### src/verilog/dcocr_pkg.sv
package dcocr_pkg;
	// ----------------------------------------------------------------
	// Register offsets and reset values
	// ----------------------------------------------------------------
	localparam logic [7:0] ADDR_OUTPUT2_CONFIG_TWO = 8'h6D;
	localparam logic [7:0] ADDR_DAC2A_VOLUME       = 8'h6E;
	localparam logic [7:0] ADDR_DAC2A_FINE_GAIN    = 8'h6F;
	localparam logic [7:0] RST_OUTPUT2_CONFIG_TWO  = 8'h20;
	localparam logic [7:0] RST_DAC2A_VOLUME        = 8'hC9;
	localparam logic [7:0] RST_DAC2A_FINE_GAIN     = 8'h80;
	// ----------------------------------------------------------------
	// Field positions
	// ----------------------------------------------------------------
	localparam int DRIVE_LSB    = 6;
	localparam int LEVEL_LSB    = 3;
	localparam int IMP_BIT      = 2;
	localparam int FS_BIT       = 1;
	localparam int CMTOL_BIT    = 0;
	localparam int FGAIN_LSB    = 4;
	localparam logic [7:0] FGAIN_RO_MASK = 8'h0F;
	// ----------------------------------------------------------------
	// Codes
	// ----------------------------------------------------------------
	localparam logic [2:0] LEVEL_RESERVED = 3'h7;
	localparam logic [2:0] LEVEL_ZERO_DB  = 3'h4;
	localparam logic [7:0] VOL_MUTE       = 8'h00;
	localparam logic [7:0] VOL_UNITY      = 8'hC9;
	localparam logic [3:0] FGAIN_UNITY    = 4'h8;
	typedef enum logic [3:0] {
		DCOCR_LINE_OUT  = 4'b0001,
		DCOCR_HEADPHONE = 4'b0010,
		DCOCR_FOUR_OHM  = 4'b0100,
		DCOCR_RECEIVER  = 4'b1000
	} dcocr_drive_t;
endpackage

### src/verilog/dcocr_cfg_if.sv
`timescale 1ns/10ps
// Decoded settings passed from register bank to the gain stage
interface dcocr_cfg_if;
	logic [7:0] volume_code;
	logic [3:0] fine_code;
	modport bank (output volume_code, output fine_code);
	modport gain (input volume_code, input fine_code);
endinterface

### src/verilog/dcocr_bank.sv
`timescale 1ns/10ps
// How it works
// - Drive field decodes four load types
// - Level field decodes gain steps, resets 0 dB
// - Impedance bit picks 4.4k or 20k
// - Full-scale bit picks 2 or 4 Vrms
// - Coupling bit picks tolerance range
// - Volume code: mute, -100 dB upward, resets 201
// - Fine gain code: -0.8 dB upward, resets 8
// - Fine gain low nibble reads zero
// - Bandwidth select 0 is audio band
module dcocr_bank
	import dcocr_pkg::*;
#(
	parameter int SAMPLE_W = 24
) (
	input  wire logic                mclk,
	input  wire logic                rst,
	input  wire logic                ce,
	input  wire logic [7:0]          reg_addr,
	input  wire logic                reg_wr,
	input  wire logic                reg_rd,
	input  wire logic [7:0]          reg_wdata,
	output logic      [7:0]          reg_rdata,
	input  wire logic                ch2_bandwidth_sel,
	input  wire logic                sample_valid,
	input  wire logic [SAMPLE_W-1:0] sample_in,
	output logic      [SAMPLE_W-1:0] sample_out,
	output logic                     sample_out_valid,
	output dcocr_drive_t             neg_leg_drive_sel,
	output logic      [2:0]          neg_leg_level_sel,
	output logic                     neg_leg_level_reserved,
	output logic                     pos_bypass_impedance,
	output logic                     ch2_fullscale_sel,
	output logic                     ch2_fullscale_unsupported,
	output logic                     ch2_common_mode_tolerance,
	output logic      [7:0]          ch2a_volume_code,
	output logic                     ch2a_mute,
	output logic      [3:0]          ch2a_fine_gain_code
);
	// ----------------------------------------------------------------
	// Register storage
	// ----------------------------------------------------------------
	logic [7:0] output2_config_two;
	logic [7:0] dac2a_volume;
	logic [7:0] dac2a_fine_gain;
	logic [7:0] next_output2_config_two;
	logic [7:0] next_dac2a_volume;
	logic [7:0] next_dac2a_fine_gain;
	logic [7:0] next_reg_rdata;

	// Write decode; read-only nibble is dropped so it can never set
	always_comb begin
		next_output2_config_two = output2_config_two;
		next_dac2a_volume = dac2a_volume;
		next_dac2a_fine_gain = dac2a_fine_gain;
		if (reg_wr) begin
			case (reg_addr)
				ADDR_OUTPUT2_CONFIG_TWO: begin
					next_output2_config_two = reg_wdata;
				end
				ADDR_DAC2A_VOLUME: begin
					next_dac2a_volume = reg_wdata;
				end
				ADDR_DAC2A_FINE_GAIN: begin
					next_dac2a_fine_gain = reg_wdata & ~FGAIN_RO_MASK;
				end
				default: begin
					next_output2_config_two = output2_config_two;
				end
			endcase
		end
	end

	// Read mux; unmapped addresses answer zero
	always_comb begin
		next_reg_rdata = reg_rdata;
		if (reg_rd) begin
			case (reg_addr)
				ADDR_OUTPUT2_CONFIG_TWO: next_reg_rdata = output2_config_two;
				ADDR_DAC2A_VOLUME:       next_reg_rdata = dac2a_volume;
				ADDR_DAC2A_FINE_GAIN:    next_reg_rdata = dac2a_fine_gain & ~FGAIN_RO_MASK;
				default:                 next_reg_rdata = 8'h00;
			endcase
		end
	end

	// Register update and read data flop
	always_ff @(posedge mclk) begin
		if (rst) begin
			output2_config_two <= RST_OUTPUT2_CONFIG_TWO;
			dac2a_volume <= RST_DAC2A_VOLUME;
			dac2a_fine_gain <= RST_DAC2A_FINE_GAIN;
			reg_rdata <= 8'h00;
		end else if (ce) begin
			output2_config_two <= next_output2_config_two;
			dac2a_volume <= next_dac2a_volume;
			dac2a_fine_gain <= next_dac2a_fine_gain;
			reg_rdata <= next_reg_rdata;
		end
	end

	// ----------------------------------------------------------------
	// Field decode to the analog drivers
	// ----------------------------------------------------------------
	// Reserved level code is flagged rather than remapped, so the
	// analog side can hold its last safe setting
	always_comb begin
		case (output2_config_two[DRIVE_LSB +: 2])
			2'h0:    neg_leg_drive_sel = DCOCR_LINE_OUT;
			2'h1:    neg_leg_drive_sel = DCOCR_HEADPHONE;
			2'h2:    neg_leg_drive_sel = DCOCR_FOUR_OHM;
			default: neg_leg_drive_sel = DCOCR_RECEIVER;
		endcase
		neg_leg_level_sel = output2_config_two[LEVEL_LSB +: 3];
		neg_leg_level_reserved = neg_leg_level_sel == LEVEL_RESERVED;
		pos_bypass_impedance = output2_config_two[IMP_BIT];
		ch2_fullscale_sel = output2_config_two[FS_BIT];
		// High full-scale only valid in audio band (select 0)
		ch2_fullscale_unsupported = ch2_fullscale_sel & ch2_bandwidth_sel;
		ch2_common_mode_tolerance = output2_config_two[CMTOL_BIT];
		ch2a_volume_code = dac2a_volume;
		ch2a_mute = dac2a_volume == VOL_MUTE;
		ch2a_fine_gain_code = dac2a_fine_gain[FGAIN_LSB +: 4];
	end

	// ----------------------------------------------------------------
	// Gain stage
	// ----------------------------------------------------------------
	dcocr_cfg_if cfg_link ();
	assign cfg_link.volume_code = dac2a_volume;
	assign cfg_link.fine_code = dac2a_fine_gain[FGAIN_LSB +: 4];

	dcocr_gain #(
		.SAMPLE_W(SAMPLE_W)
	) u_gain (
		.mclk             (mclk),
		.rst              (rst),
		.ce               (ce),
		.cfg              (cfg_link.gain),
		.sample_valid     (sample_valid),
		.sample_in        (sample_in),
		.sample_out       (sample_out),
		.sample_out_valid (sample_out_valid)
	);

	// ----------------------------------------------------------------
	// Checks
	// ----------------------------------------------------------------
	// Read-only nibble must stay clear whatever software writes there
	a_ro_nibble_zero: assert property (@(posedge mclk) disable iff (rst)
		(dac2a_fine_gain & FGAIN_RO_MASK) == 8'h00)
		else $error("fine gain low nibble not zero");
	// Reads of the fine gain register never show the read-only nibble
	a_read_fine: assert property (@(posedge mclk) disable iff (rst)
		ce && reg_rd && reg_addr == ADDR_DAC2A_FINE_GAIN |=> reg_rdata[3:0] == 4'h0)
		else $error("read-only nibble read nonzero");
	// Volume and fine gain writes reach the gain stage one edge later
	a_vol_write_lands: assert property (@(posedge mclk) disable iff (rst)
		ce && reg_wr && reg_addr == ADDR_DAC2A_VOLUME
		|=> ch2a_volume_code == $past(reg_wdata))
		else $error("volume write lost");
	a_fine_write_lands: assert property (@(posedge mclk) disable iff (rst)
		ce && reg_wr && reg_addr == ADDR_DAC2A_FINE_GAIN
		|=> ch2a_fine_gain_code == $past(reg_wdata[7:4]))
		else $error("fine gain write lost");
	// A written zero volume code must raise the mute flag
	a_mute_flag: assert property (@(posedge mclk) disable iff (rst)
		ce && reg_wr && reg_addr == ADDR_DAC2A_VOLUME && reg_wdata == VOL_MUTE
		|=> ch2a_mute)
		else $error("mute flag not raised");
	// Reset state: line-out drive at 0 dB, unity volume and fine gain
	a_level_reset_zero: assert property (@(posedge mclk)
		rst |=> neg_leg_level_sel == LEVEL_ZERO_DB
			&& neg_leg_drive_sel == DCOCR_LINE_OUT)
		else $error("level not 0 dB after reset");
	a_reset_gains: assert property (@(posedge mclk)
		rst |=> ch2a_volume_code == VOL_UNITY && ch2a_fine_gain_code == FGAIN_UNITY)
		else $error("gain reset wrong");
	// Drive field decodes to one load type per code
	a_drive_decode: assert property (@(posedge mclk) disable iff (rst)
		output2_config_two[DRIVE_LSB +: 2] == 2'h1 |-> neg_leg_drive_sel == DCOCR_HEADPHONE)
		else $error("drive decode wrong");
	a_drive_receiver: assert property (@(posedge mclk) disable iff (rst)
		ce && reg_wr && reg_addr == ADDR_OUTPUT2_CONFIG_TWO && reg_wdata[7:6] == 2'h3
		|=> neg_leg_drive_sel == DCOCR_RECEIVER)
		else $error("receiver drive not selected");
	// Level write lands, and the reserved code is flagged, not dropped
	a_level_write_lands: assert property (@(posedge mclk) disable iff (rst)
		ce && reg_wr && reg_addr == ADDR_OUTPUT2_CONFIG_TWO
		|=> neg_leg_level_sel == $past(reg_wdata[5:3]))
		else $error("level write lost");
	a_level_reserved: assert property (@(posedge mclk) disable iff (rst)
		ce && reg_wr && reg_addr == ADDR_OUTPUT2_CONFIG_TWO
			&& reg_wdata[5:3] == LEVEL_RESERVED
		|=> neg_leg_level_reserved)
		else $error("reserved level not flagged");
	// Single-bit options of the output config register
	a_impedance_bit: assert property (@(posedge mclk) disable iff (rst)
		ce && reg_wr && reg_addr == ADDR_OUTPUT2_CONFIG_TWO
		|=> pos_bypass_impedance == $past(reg_wdata[2])
			&& ch2_fullscale_sel == $past(reg_wdata[1]))
		else $error("impedance or full-scale bit wrong");
	a_cm_tol_bit: assert property (@(posedge mclk) disable iff (rst)
		ce && reg_wr && reg_addr == ADDR_OUTPUT2_CONFIG_TWO
		|=> ch2_common_mode_tolerance == $past(reg_wdata[0]))
		else $error("tolerance bit wrong");
	// Flag follows the stored full-scale bit and the live band select
	a_fs_bw_flag: assert property (@(posedge mclk) disable iff (rst)
		ch2_fullscale_unsupported == (output2_config_two[FS_BIT] && ch2_bandwidth_sel))
		else $error("full-scale flag wrong");
	// Clock enable low freezes the bank; read data stands until the next read
	a_ce_freeze: assert property (@(posedge mclk) disable iff (rst)
		!ce |=> $stable(output2_config_two) && $stable(dac2a_volume)
			&& $stable(dac2a_fine_gain))
		else $error("bank changed with clock enable low");
	a_rdata_holds: assert property (@(posedge mclk) disable iff (rst)
		!(ce && reg_rd) |=> $stable(reg_rdata))
		else $error("read data changed without a read");
endmodule

### src/verilog/dcocr_gain.sv
`timescale 1ns/10ps
// Digital gain stage for channel 2A samples
module dcocr_gain
	import dcocr_pkg::*;
#(
	parameter int SAMPLE_W = 24
) (
	input  wire logic                mclk,
	input  wire logic                rst,
	input  wire logic                ce,
	dcocr_cfg_if.gain                cfg,
	input  wire logic                sample_valid,
	input  wire logic [SAMPLE_W-1:0] sample_in,
	output logic      [SAMPLE_W-1:0] sample_out,
	output logic                     sample_out_valid
);
	// ----------------------------------------------------------------
	// Gain arithmetic
	// ----------------------------------------------------------------
	// Linear approximation: 0.5 dB steps become Q12 factors by two linear
	// segments split at unity; exact curve belongs to a later DSP revision
	function automatic logic [15:0] vol_factor(input logic [7:0] code);
		logic [15:0] f;
		f = 16'h0000;
		if (code == VOL_MUTE) begin
			f = 16'h0000;
		end else if (code >= VOL_UNITY) begin
			f = 16'h1000 + {code - VOL_UNITY, 6'h00};
		end else begin
			f = {4'h0, code, 4'h0} >> 3'h3;
		end
		return f;
	endfunction

	logic signed [SAMPLE_W+32:0] prod;
	logic [15:0]                 fine_f;
	logic [SAMPLE_W-1:0]         next_sample_out;
	logic                        next_valid;

	// Combine volume and fine gain, force zero on mute
	always_comb begin
		// Anchored so code 8 is exact unity; about 0.1 dB per step either side
		fine_f = 16'h0E88 + 16'(cfg.fine_code) * 16'h002F;
		prod = $signed({{33{sample_in[SAMPLE_W-1]}}, sample_in})
			* $signed({17'h00000, vol_factor(cfg.volume_code)})
			* $signed({17'h00000, fine_f});
		next_sample_out = sample_out;
		next_valid = 1'b0;
		if (sample_valid) begin
			next_valid = 1'b1;
			if (cfg.volume_code == VOL_MUTE) begin
				next_sample_out = '0;
			end else begin
				next_sample_out = prod[SAMPLE_W+23:24];
			end
		end
	end

	// Output register
	always_ff @(posedge mclk) begin
		if (rst) begin
			sample_out <= '0;
			sample_out_valid <= 1'b0;
		end else if (ce) begin
			sample_out <= next_sample_out;
			sample_out_valid <= next_valid;
		end
	end

	a_mute_forces_zero: assert property (@(posedge mclk) disable iff (rst)
		ce && sample_valid && cfg.volume_code == VOL_MUTE |=> sample_out == '0)
		else $error("muted sample not zero");
	a_valid_follows: assert property (@(posedge mclk) disable iff (rst)
		ce && sample_valid |=> sample_out_valid)
		else $error("output valid did not follow input");
endmodule

### config.mk
export PLATFORM = sky130hd
export DESIGN_NAME = dcocr_bank
export DESIGN_NICKNAME = d
export VERILOG_FILES = /design/src/verilog/dcocr_pkg.sv /design/src/verilog/dcocr_cfg_if.sv /design/src/verilog/dcocr_bank.sv /design/src/verilog/dcocr_gain.sv
export SDC_FILE = /design/constraint.sdc
export NUM_CORES = 2
export LEC_CHECK = 0
export BUFFER_PORTS_ARGS = -buffer_cell sky130_fd_sc_hd__buf_4
export CAP_MARGIN = 20
export CORE_MARGIN = 10
export CORE_UTILIZATION = 60
export DETAILED_ROUTE_END_ITERATION = 8
export HOLD_SLACK_MARGIN = 0.06
export PLACE_DENSITY = 0.75
export SLEW_MARGIN = 10
export SYNTH_ARGS = -nofsm -noshare
export SYNTH_HDL_FRONTEND = slang
export SYNTH_SLANG_ARGS = --single-unit
### constraint.sdc
create_clock -name mclk -period 35.2 [get_ports mclk]
set_input_delay 5.28 -clock mclk [delete_from_list [all_inputs] [get_ports mclk]]
set_output_delay 5.28 -clock mclk [all_outputs]
set_load 0.005 [all_outputs]
# Word-level counts from Yosys, hierarchy flattened
# Index checks and enable logic that the tools add are counted.
# word_totals
in_bits,47
ff_bits,53
wordCells,33
# op_classes
n_bitwise,1
addsub,3
n_reduce_logical,7
eq_ne,6
muxes,6
multipliers,3
magnitude_cmp,1
# ops
cell,n
$mul A57 B17 Y48,1
$mul A24 B17 Y41,1
$mux W16,2
$eq A8 B7 Y1 const B,3
$mux W24,1
$pmux W8 S3,1
$add A13 B14 Y15 const A,1
$add A12 B10 Y13 const A,1
$pmux W4 S3,1
$mul A4 B6 Y10 const B,1
$reduce_and A3 Y1,3
$ge A8 B8 Y1 const B,1
$logic_not A8 Y1,1
$sub A8 B8 Y8 const B,1
$reduce_and A2 Y1,2
$eq A3 B3 Y1 const B,1
$eq A2 B1 Y1 const B,1
$eq A2 B2 Y1 const B,1
$logic_not A2 Y1,1
$and A1 B1 Y1,1
$mux W1,1

# Logic depth before layout (Yosys ltp)
# logic_depth
depth_word,7
mapped_depth,59
depth_no_buf,55

# Modules after synthesis
# From an unflattened synthesis, not the netlist that was laid out.
# hier_totals
hier_cells,3632
hier_area_um2,31402.6
# modules_own_cells
mod,seq_area_each_um2,area_each_um2,cells_each,instances
dcocr_gain,500.5,29902.4,3471,1
dcocr_bank,560.5,1500.2,161,1

# Worst setup path before layout
# No wires, ideal clock.
# synth_path
kind,input-to-reg
from,in sample_in[6]
to,reg u_gain.sample_out[23]
t_arrival_ns,16.358
n_path_buf,4
required_time_ns,35.083
setup_slack_ns,18.725
path_stages,45
cell_sequence,clkbuf_1 -> nand2_1 -> fa_1 -> inv_1 -> fa_1 -> ha_1 -> fa_1 -> inv_1 -> fa_1 -> fa_1 -> inv_1 -> ha_1 -> buf_2 -> a21o_1 -> a211o_1 -> o2111a_1 -> nand2b_1 -> a31oi_1 -> [9 not listed] -> fa_1 -> fa_1 -> fa_1 -> inv_1 -> fa_1 -> inv_1 -> ha_1 -> a21o_1 -> a21o_1 -> a21oi_1 -> nor2_1 -> a21oi_1 -> or3b_1 -> buf_6 -> o31a_1 -> a311oi_2 -> xor3_1 -> a22o_1
# synth_via
elab_chain_len,3
# synth_lines
item,line,rtl
"start, declared",dcocr_bank.sv:27,"input wire logic [SAMPLE_W-1:0] sample_in,"
$mul A24 B17 Y41,dcocr_gain.sv:45,"* $signed({17'h00000, vol_factor(cfg.volume_code)})"
$mul A57 B17 Y48,dcocr_gain.sv:46,"* $signed({17'h00000, fine_f});"
$mux W24,dcocr_gain.sv:51,if (cfg.volume_code == VOL_MUTE) begin
"end signal, assigned",dcocr_gain.sv:65,sample_out <= next_sample_out;
"end, declared",dcocr_gain.sv:14,"output logic [SAMPLE_W-1:0] sample_out,"
# Every way passes these cells.
# A chain may end at the register's enable or synchronous reset.

# Worst setup path in the final report
# layout_path
from,in sample_in[8]
to,reg u_gain.sample_out[23]
# Same word-level chain as after synthesis.

==> impl_metrics.env <==
export IMPL_synth_area_leader_cell="fa_1"
export IMPL_grt_max_degree=42
export IMPL_peakVddDrop_uv=18.1
export IMPL_crit_fanout=14
export IMPL_r2r_start="ch2a_volume_code[0]"
export IMPL_avgRoutedWirePerCell_um=18.7
export IMPL_grt_pass1_vias=25800
export IMPL_initial_utilization_pct=60.7
export IMPL_power_switching_share_pct=46.0
export IMPL_power_switching_uw=124
export IMPL_ys_async_sr_fraction_pct=0
export IMPL_cts_resized=0
export IMPL_die_width_um=248
export IMPL_synth_cell_type_count=77
export IMPL_ys_warnings_count=0
export IMPL_worst_clock_skew_ns=0.0192
export IMPL_rsz0062_at_grt="false"
export IMPL_reg2reg_slack_ns=19.90
export IMPL_clock_latency_ns=0.34
export IMPL_crit_top_cell="fa_1"
export IMPL_leakage_uw=0.0171
export IMPL_hold_path_class="register to register"
export IMPL_cts_tree="built"
export IMPL_dp_slack_ns=17.64
export IMPL_hold_viol=0
export IMPL_fin_crit_sh_pct=49.0
export IMPL_synth_fp_nets=4613
export IMPL_cts_setup_buffers=0
export IMPL_clk_path_buf_depth=2
export IMPL_critPathLaunchType="input pin"
export IMPL_area_growth_synth_to_final_pct=5.20
export IMPL_holdWs_ns=0.493
export IMPL_die_area_um2=61500
export IMPL_synth_top_area_share_pct=47.8
export IMPL_power_frac_clock_pct=22.3
export IMPL_drtAntennaViolNets=0
export IMPL_yosysSeqAreaShare_pct=3.40
export IMPL_synth_edf_count=0
export IMPL_power_per_cell_area_nw_per_um2=8.24
export IMPL_maxCapViolations=0
export IMPL_fmax_mhz=58.0
export IMPL_finalCoreUtilization_pct=63.9
export IMPL_core_area_um2=51400
export IMPL_holdBufCountCts=0
export IMPL_layout_setup_ws_ns=17.96
export IMPL_crit_arrival_ns=17.47
export IMPL_outcome="complete, no violations"
export IMPL_intPower_uw=146
export IMPL_nNetsFinal=4606
export IMPL_endpoint_kind="register"
export IMPL_die_height_um=248
export IMPL_relSlewSlack_pct=24.8
export IMPL_drt_pass1_iterations=6
export IMPL_path_clk_slew_ns=0.11
export IMPL_finalWirelength_mm=79.2
export IMPL_drive_gt1_share_pct=5.67
export IMPL_syn_avg_cell_area_um2=8.74
export IMPL_netlist_top_cells_area="fa_1 (48%), inv_1 (11%), ha_1 (10%)"
export IMPL_drc=0
export IMPL_min_delay_start="u_gain.sample_out_valid"
export IMPL_antenna_found_initial=1
export IMPL_synth_top_flop_cell="dfxtp_1"
export IMPL_setup_viol=0
export IMPL_synth_seq_cells=53
export IMPL_cpPeakStageDelay_ns=0.81
export IMPL_combPwrFrac_pct=54.0
export IMPL_grt_overflow=0
export IMPL_vias=23600
export IMPL_slew_viol_final=0
export IMPL_drt_iter0_markers=1480
export IMPL_cts_num_sinks=53
export IMPL_min_period_ns=17.24
export IMPL_h_tree_depth=2
export IMPL_io_pins=105
export IMPL_io_buffers=104
export IMPL_cpMaxStageDelayCell="xnor2_1"
export IMPL_fill_cells=4484
export IMPL_grt_pass1_wl_mm=133
export IMPL_seqPwrFrac_pct=23.7
export IMPL_required_ns=35.43
export IMPL_crit_type="input pin to register"
export IMPL_crit_start="sample_in[8]"
export IMPL_worstMarginPinSlew_ns=1.12
export IMPL_numCtsBuffers=5
export IMPL_syn_inst=3570
export IMPL_tns_ns=0
export IMPL_gp_congestion=0.924
export IMPL_grt_total_usage_pct=27.5
export IMPL_via_per_inst=5.56
export IMPL_rows=83
export IMPL_dp_hpwl_mm=64.3
export IMPL_netlist_area_um2=31200
export IMPL_cts_root_buf="clkbuf_16"
routing by layer:
metal / vias up / wire length (µm) / GRT usage, %
met5: - / 0 / 0
met4: 0 / 3500 / 11.0
met3: 196 / 6580 / 5.30
met2: 936 / 38900 / 46.6
met1: 12000 / 30300 / 34.3
li1: 10500 / - / -
layout make-up:
type	count	area [µm²]	share of cell area (%)
sequential	53	1060	3.23
clock buffer	5	125	0.381
inverter	907	3400	10.4
clock inverter	3	26.3	0.0800
multi-input combinational	2446	26200	79.9
antenna	2	5.00	0.0152
timing repair buffer	150	1130	3.43
tap	680	851	2.59
kinds of logic after synthesis:
kind of cell    after synthesis  synth area share (%)
simple gates               1054                  16.0
xor+xnor                     96                  2.83
mux                          19                 0.630
fa+ha+maj                   996                  57.9
flops                        53                  3.40
buf+inv                    1071                  13.0
compound gates              281                  6.27
state kept, by name, indices dropped and copies added, names as in the netlist:
| name | count |
|---|---|
| ch2a_volume_code | 8 |
| dac2a_fine_gain | 4 |
| output2_config_two | 8 |
| reg_rdata | 8 |
| u_gain.sample_out | 24 |
| u_gain.sample_out_valid | 1 |
power by group through the flow:
stage | Clock (µW) | Sequential [µW] | Combinational (µW)
global route | 63.2 | 64.5 | 163
finish | 60.3 | 64.2 | 146
global placement | 0 | 65.6 | 142
detailed placement | 0 | 65.5 | 144
CTS | 60.7 | 64.2 | 146
floorplan | 0 | 65.3 | 95.0
synth_stat cells, types with 3 or more instances:
| cell | number |
|---|---|
| a211o_1 | 5 |
| mux2i_1 | 14 |
| dfxtp_1 | 53 |
| o21bai_1 | 6 |
| a22oi_1 | 16 |
| fa_1 | 745 |
| a21oi_1 | 73 |
| or2_2 | 3 |
| xnor2_1 | 67 |
| a211oi_1 | 13 |
| ha_1 | 251 |
| and3_1 | 46 |
| nor2_1 | 147 |
| mux2_2 | 5 |
| clkbuf_1 | 154 |
| o2111a_1 | 3 |
| o21a_1 | 12 |
| and2_1 | 253 |
| a21o_1 | 44 |
| o211ai_1 | 10 |
| or3_1 | 5 |
| a2111oi_0 | 4 |
| nand2b_1 | 20 |
| nor2b_1 | 33 |
| a31oi_1 | 10 |
| nand3_1 | 16 |
| nor3_1 | 15 |
| buf_4 | 3 |
| and4_1 | 5 |
| nand4_1 | 10 |
| inv_1 | 907 |
| nand2_1 | 489 |
| xor2_1 | 26 |
| o21ai_0 | 33 |
| a22o_1 | 17 |
cell usage in the layout (no fill, tap or decap), types with 16 or more instances in the layout:
| cell type | instances |
|---|---|
| nor2_1 | 146 |
| buf_4 | 150 |
| nor2b_1 | 32 |
| and3_1 | 46 |
| inv_1 | 907 |
| nand2_1 | 489 |
| a21oi_1 | 73 |
| dfxtp_1 | 53 |
| xnor2_1 | 60 |
| and2_1 | 253 |
| xor2_1 | 25 |
| o21ai_0 | 32 |
| fa_1 | 744 |
| ha_1 | 248 |
| nand3_1 | 16 |
| a22oi_1 | 16 |
| a21o_1 | 44 |
| nand2b_1 | 20 |
| a22o_1 | 17 |
per-stage QoR:
stage / total power [µW] / instance area, µm² / cells
floorplan: 160 / 31200 / 3570
global placement: 208 / 32600 / 4234
detailed placement: 210 / 32700 / 4235
CTS: 271 / 32800 / 4243
global route: 291 / 32800 / 4244
finish: 270 / 32800 / 4246
critical path: cells and delay by family:
kind	cells	cell delay, ns
buf+inv	9	0.63
compound gates	11	2.08
simple gates	8	1.75
fa+ha+maj	14	6.43
xor+xnor	2	1.25
path summary, 6_finish.rpt:
kind	depth (start not counted)	end
worst max-delay path	44	u_gain.sample_out[23]
worst min-delay path	2	u_gain.sample_out_valid
worst max register to register	50	u_gain.sample_out[23]
worst min register to register	2	u_gain.sample_out_valid
No activity file was read; power rests on OpenSTA's default activity.
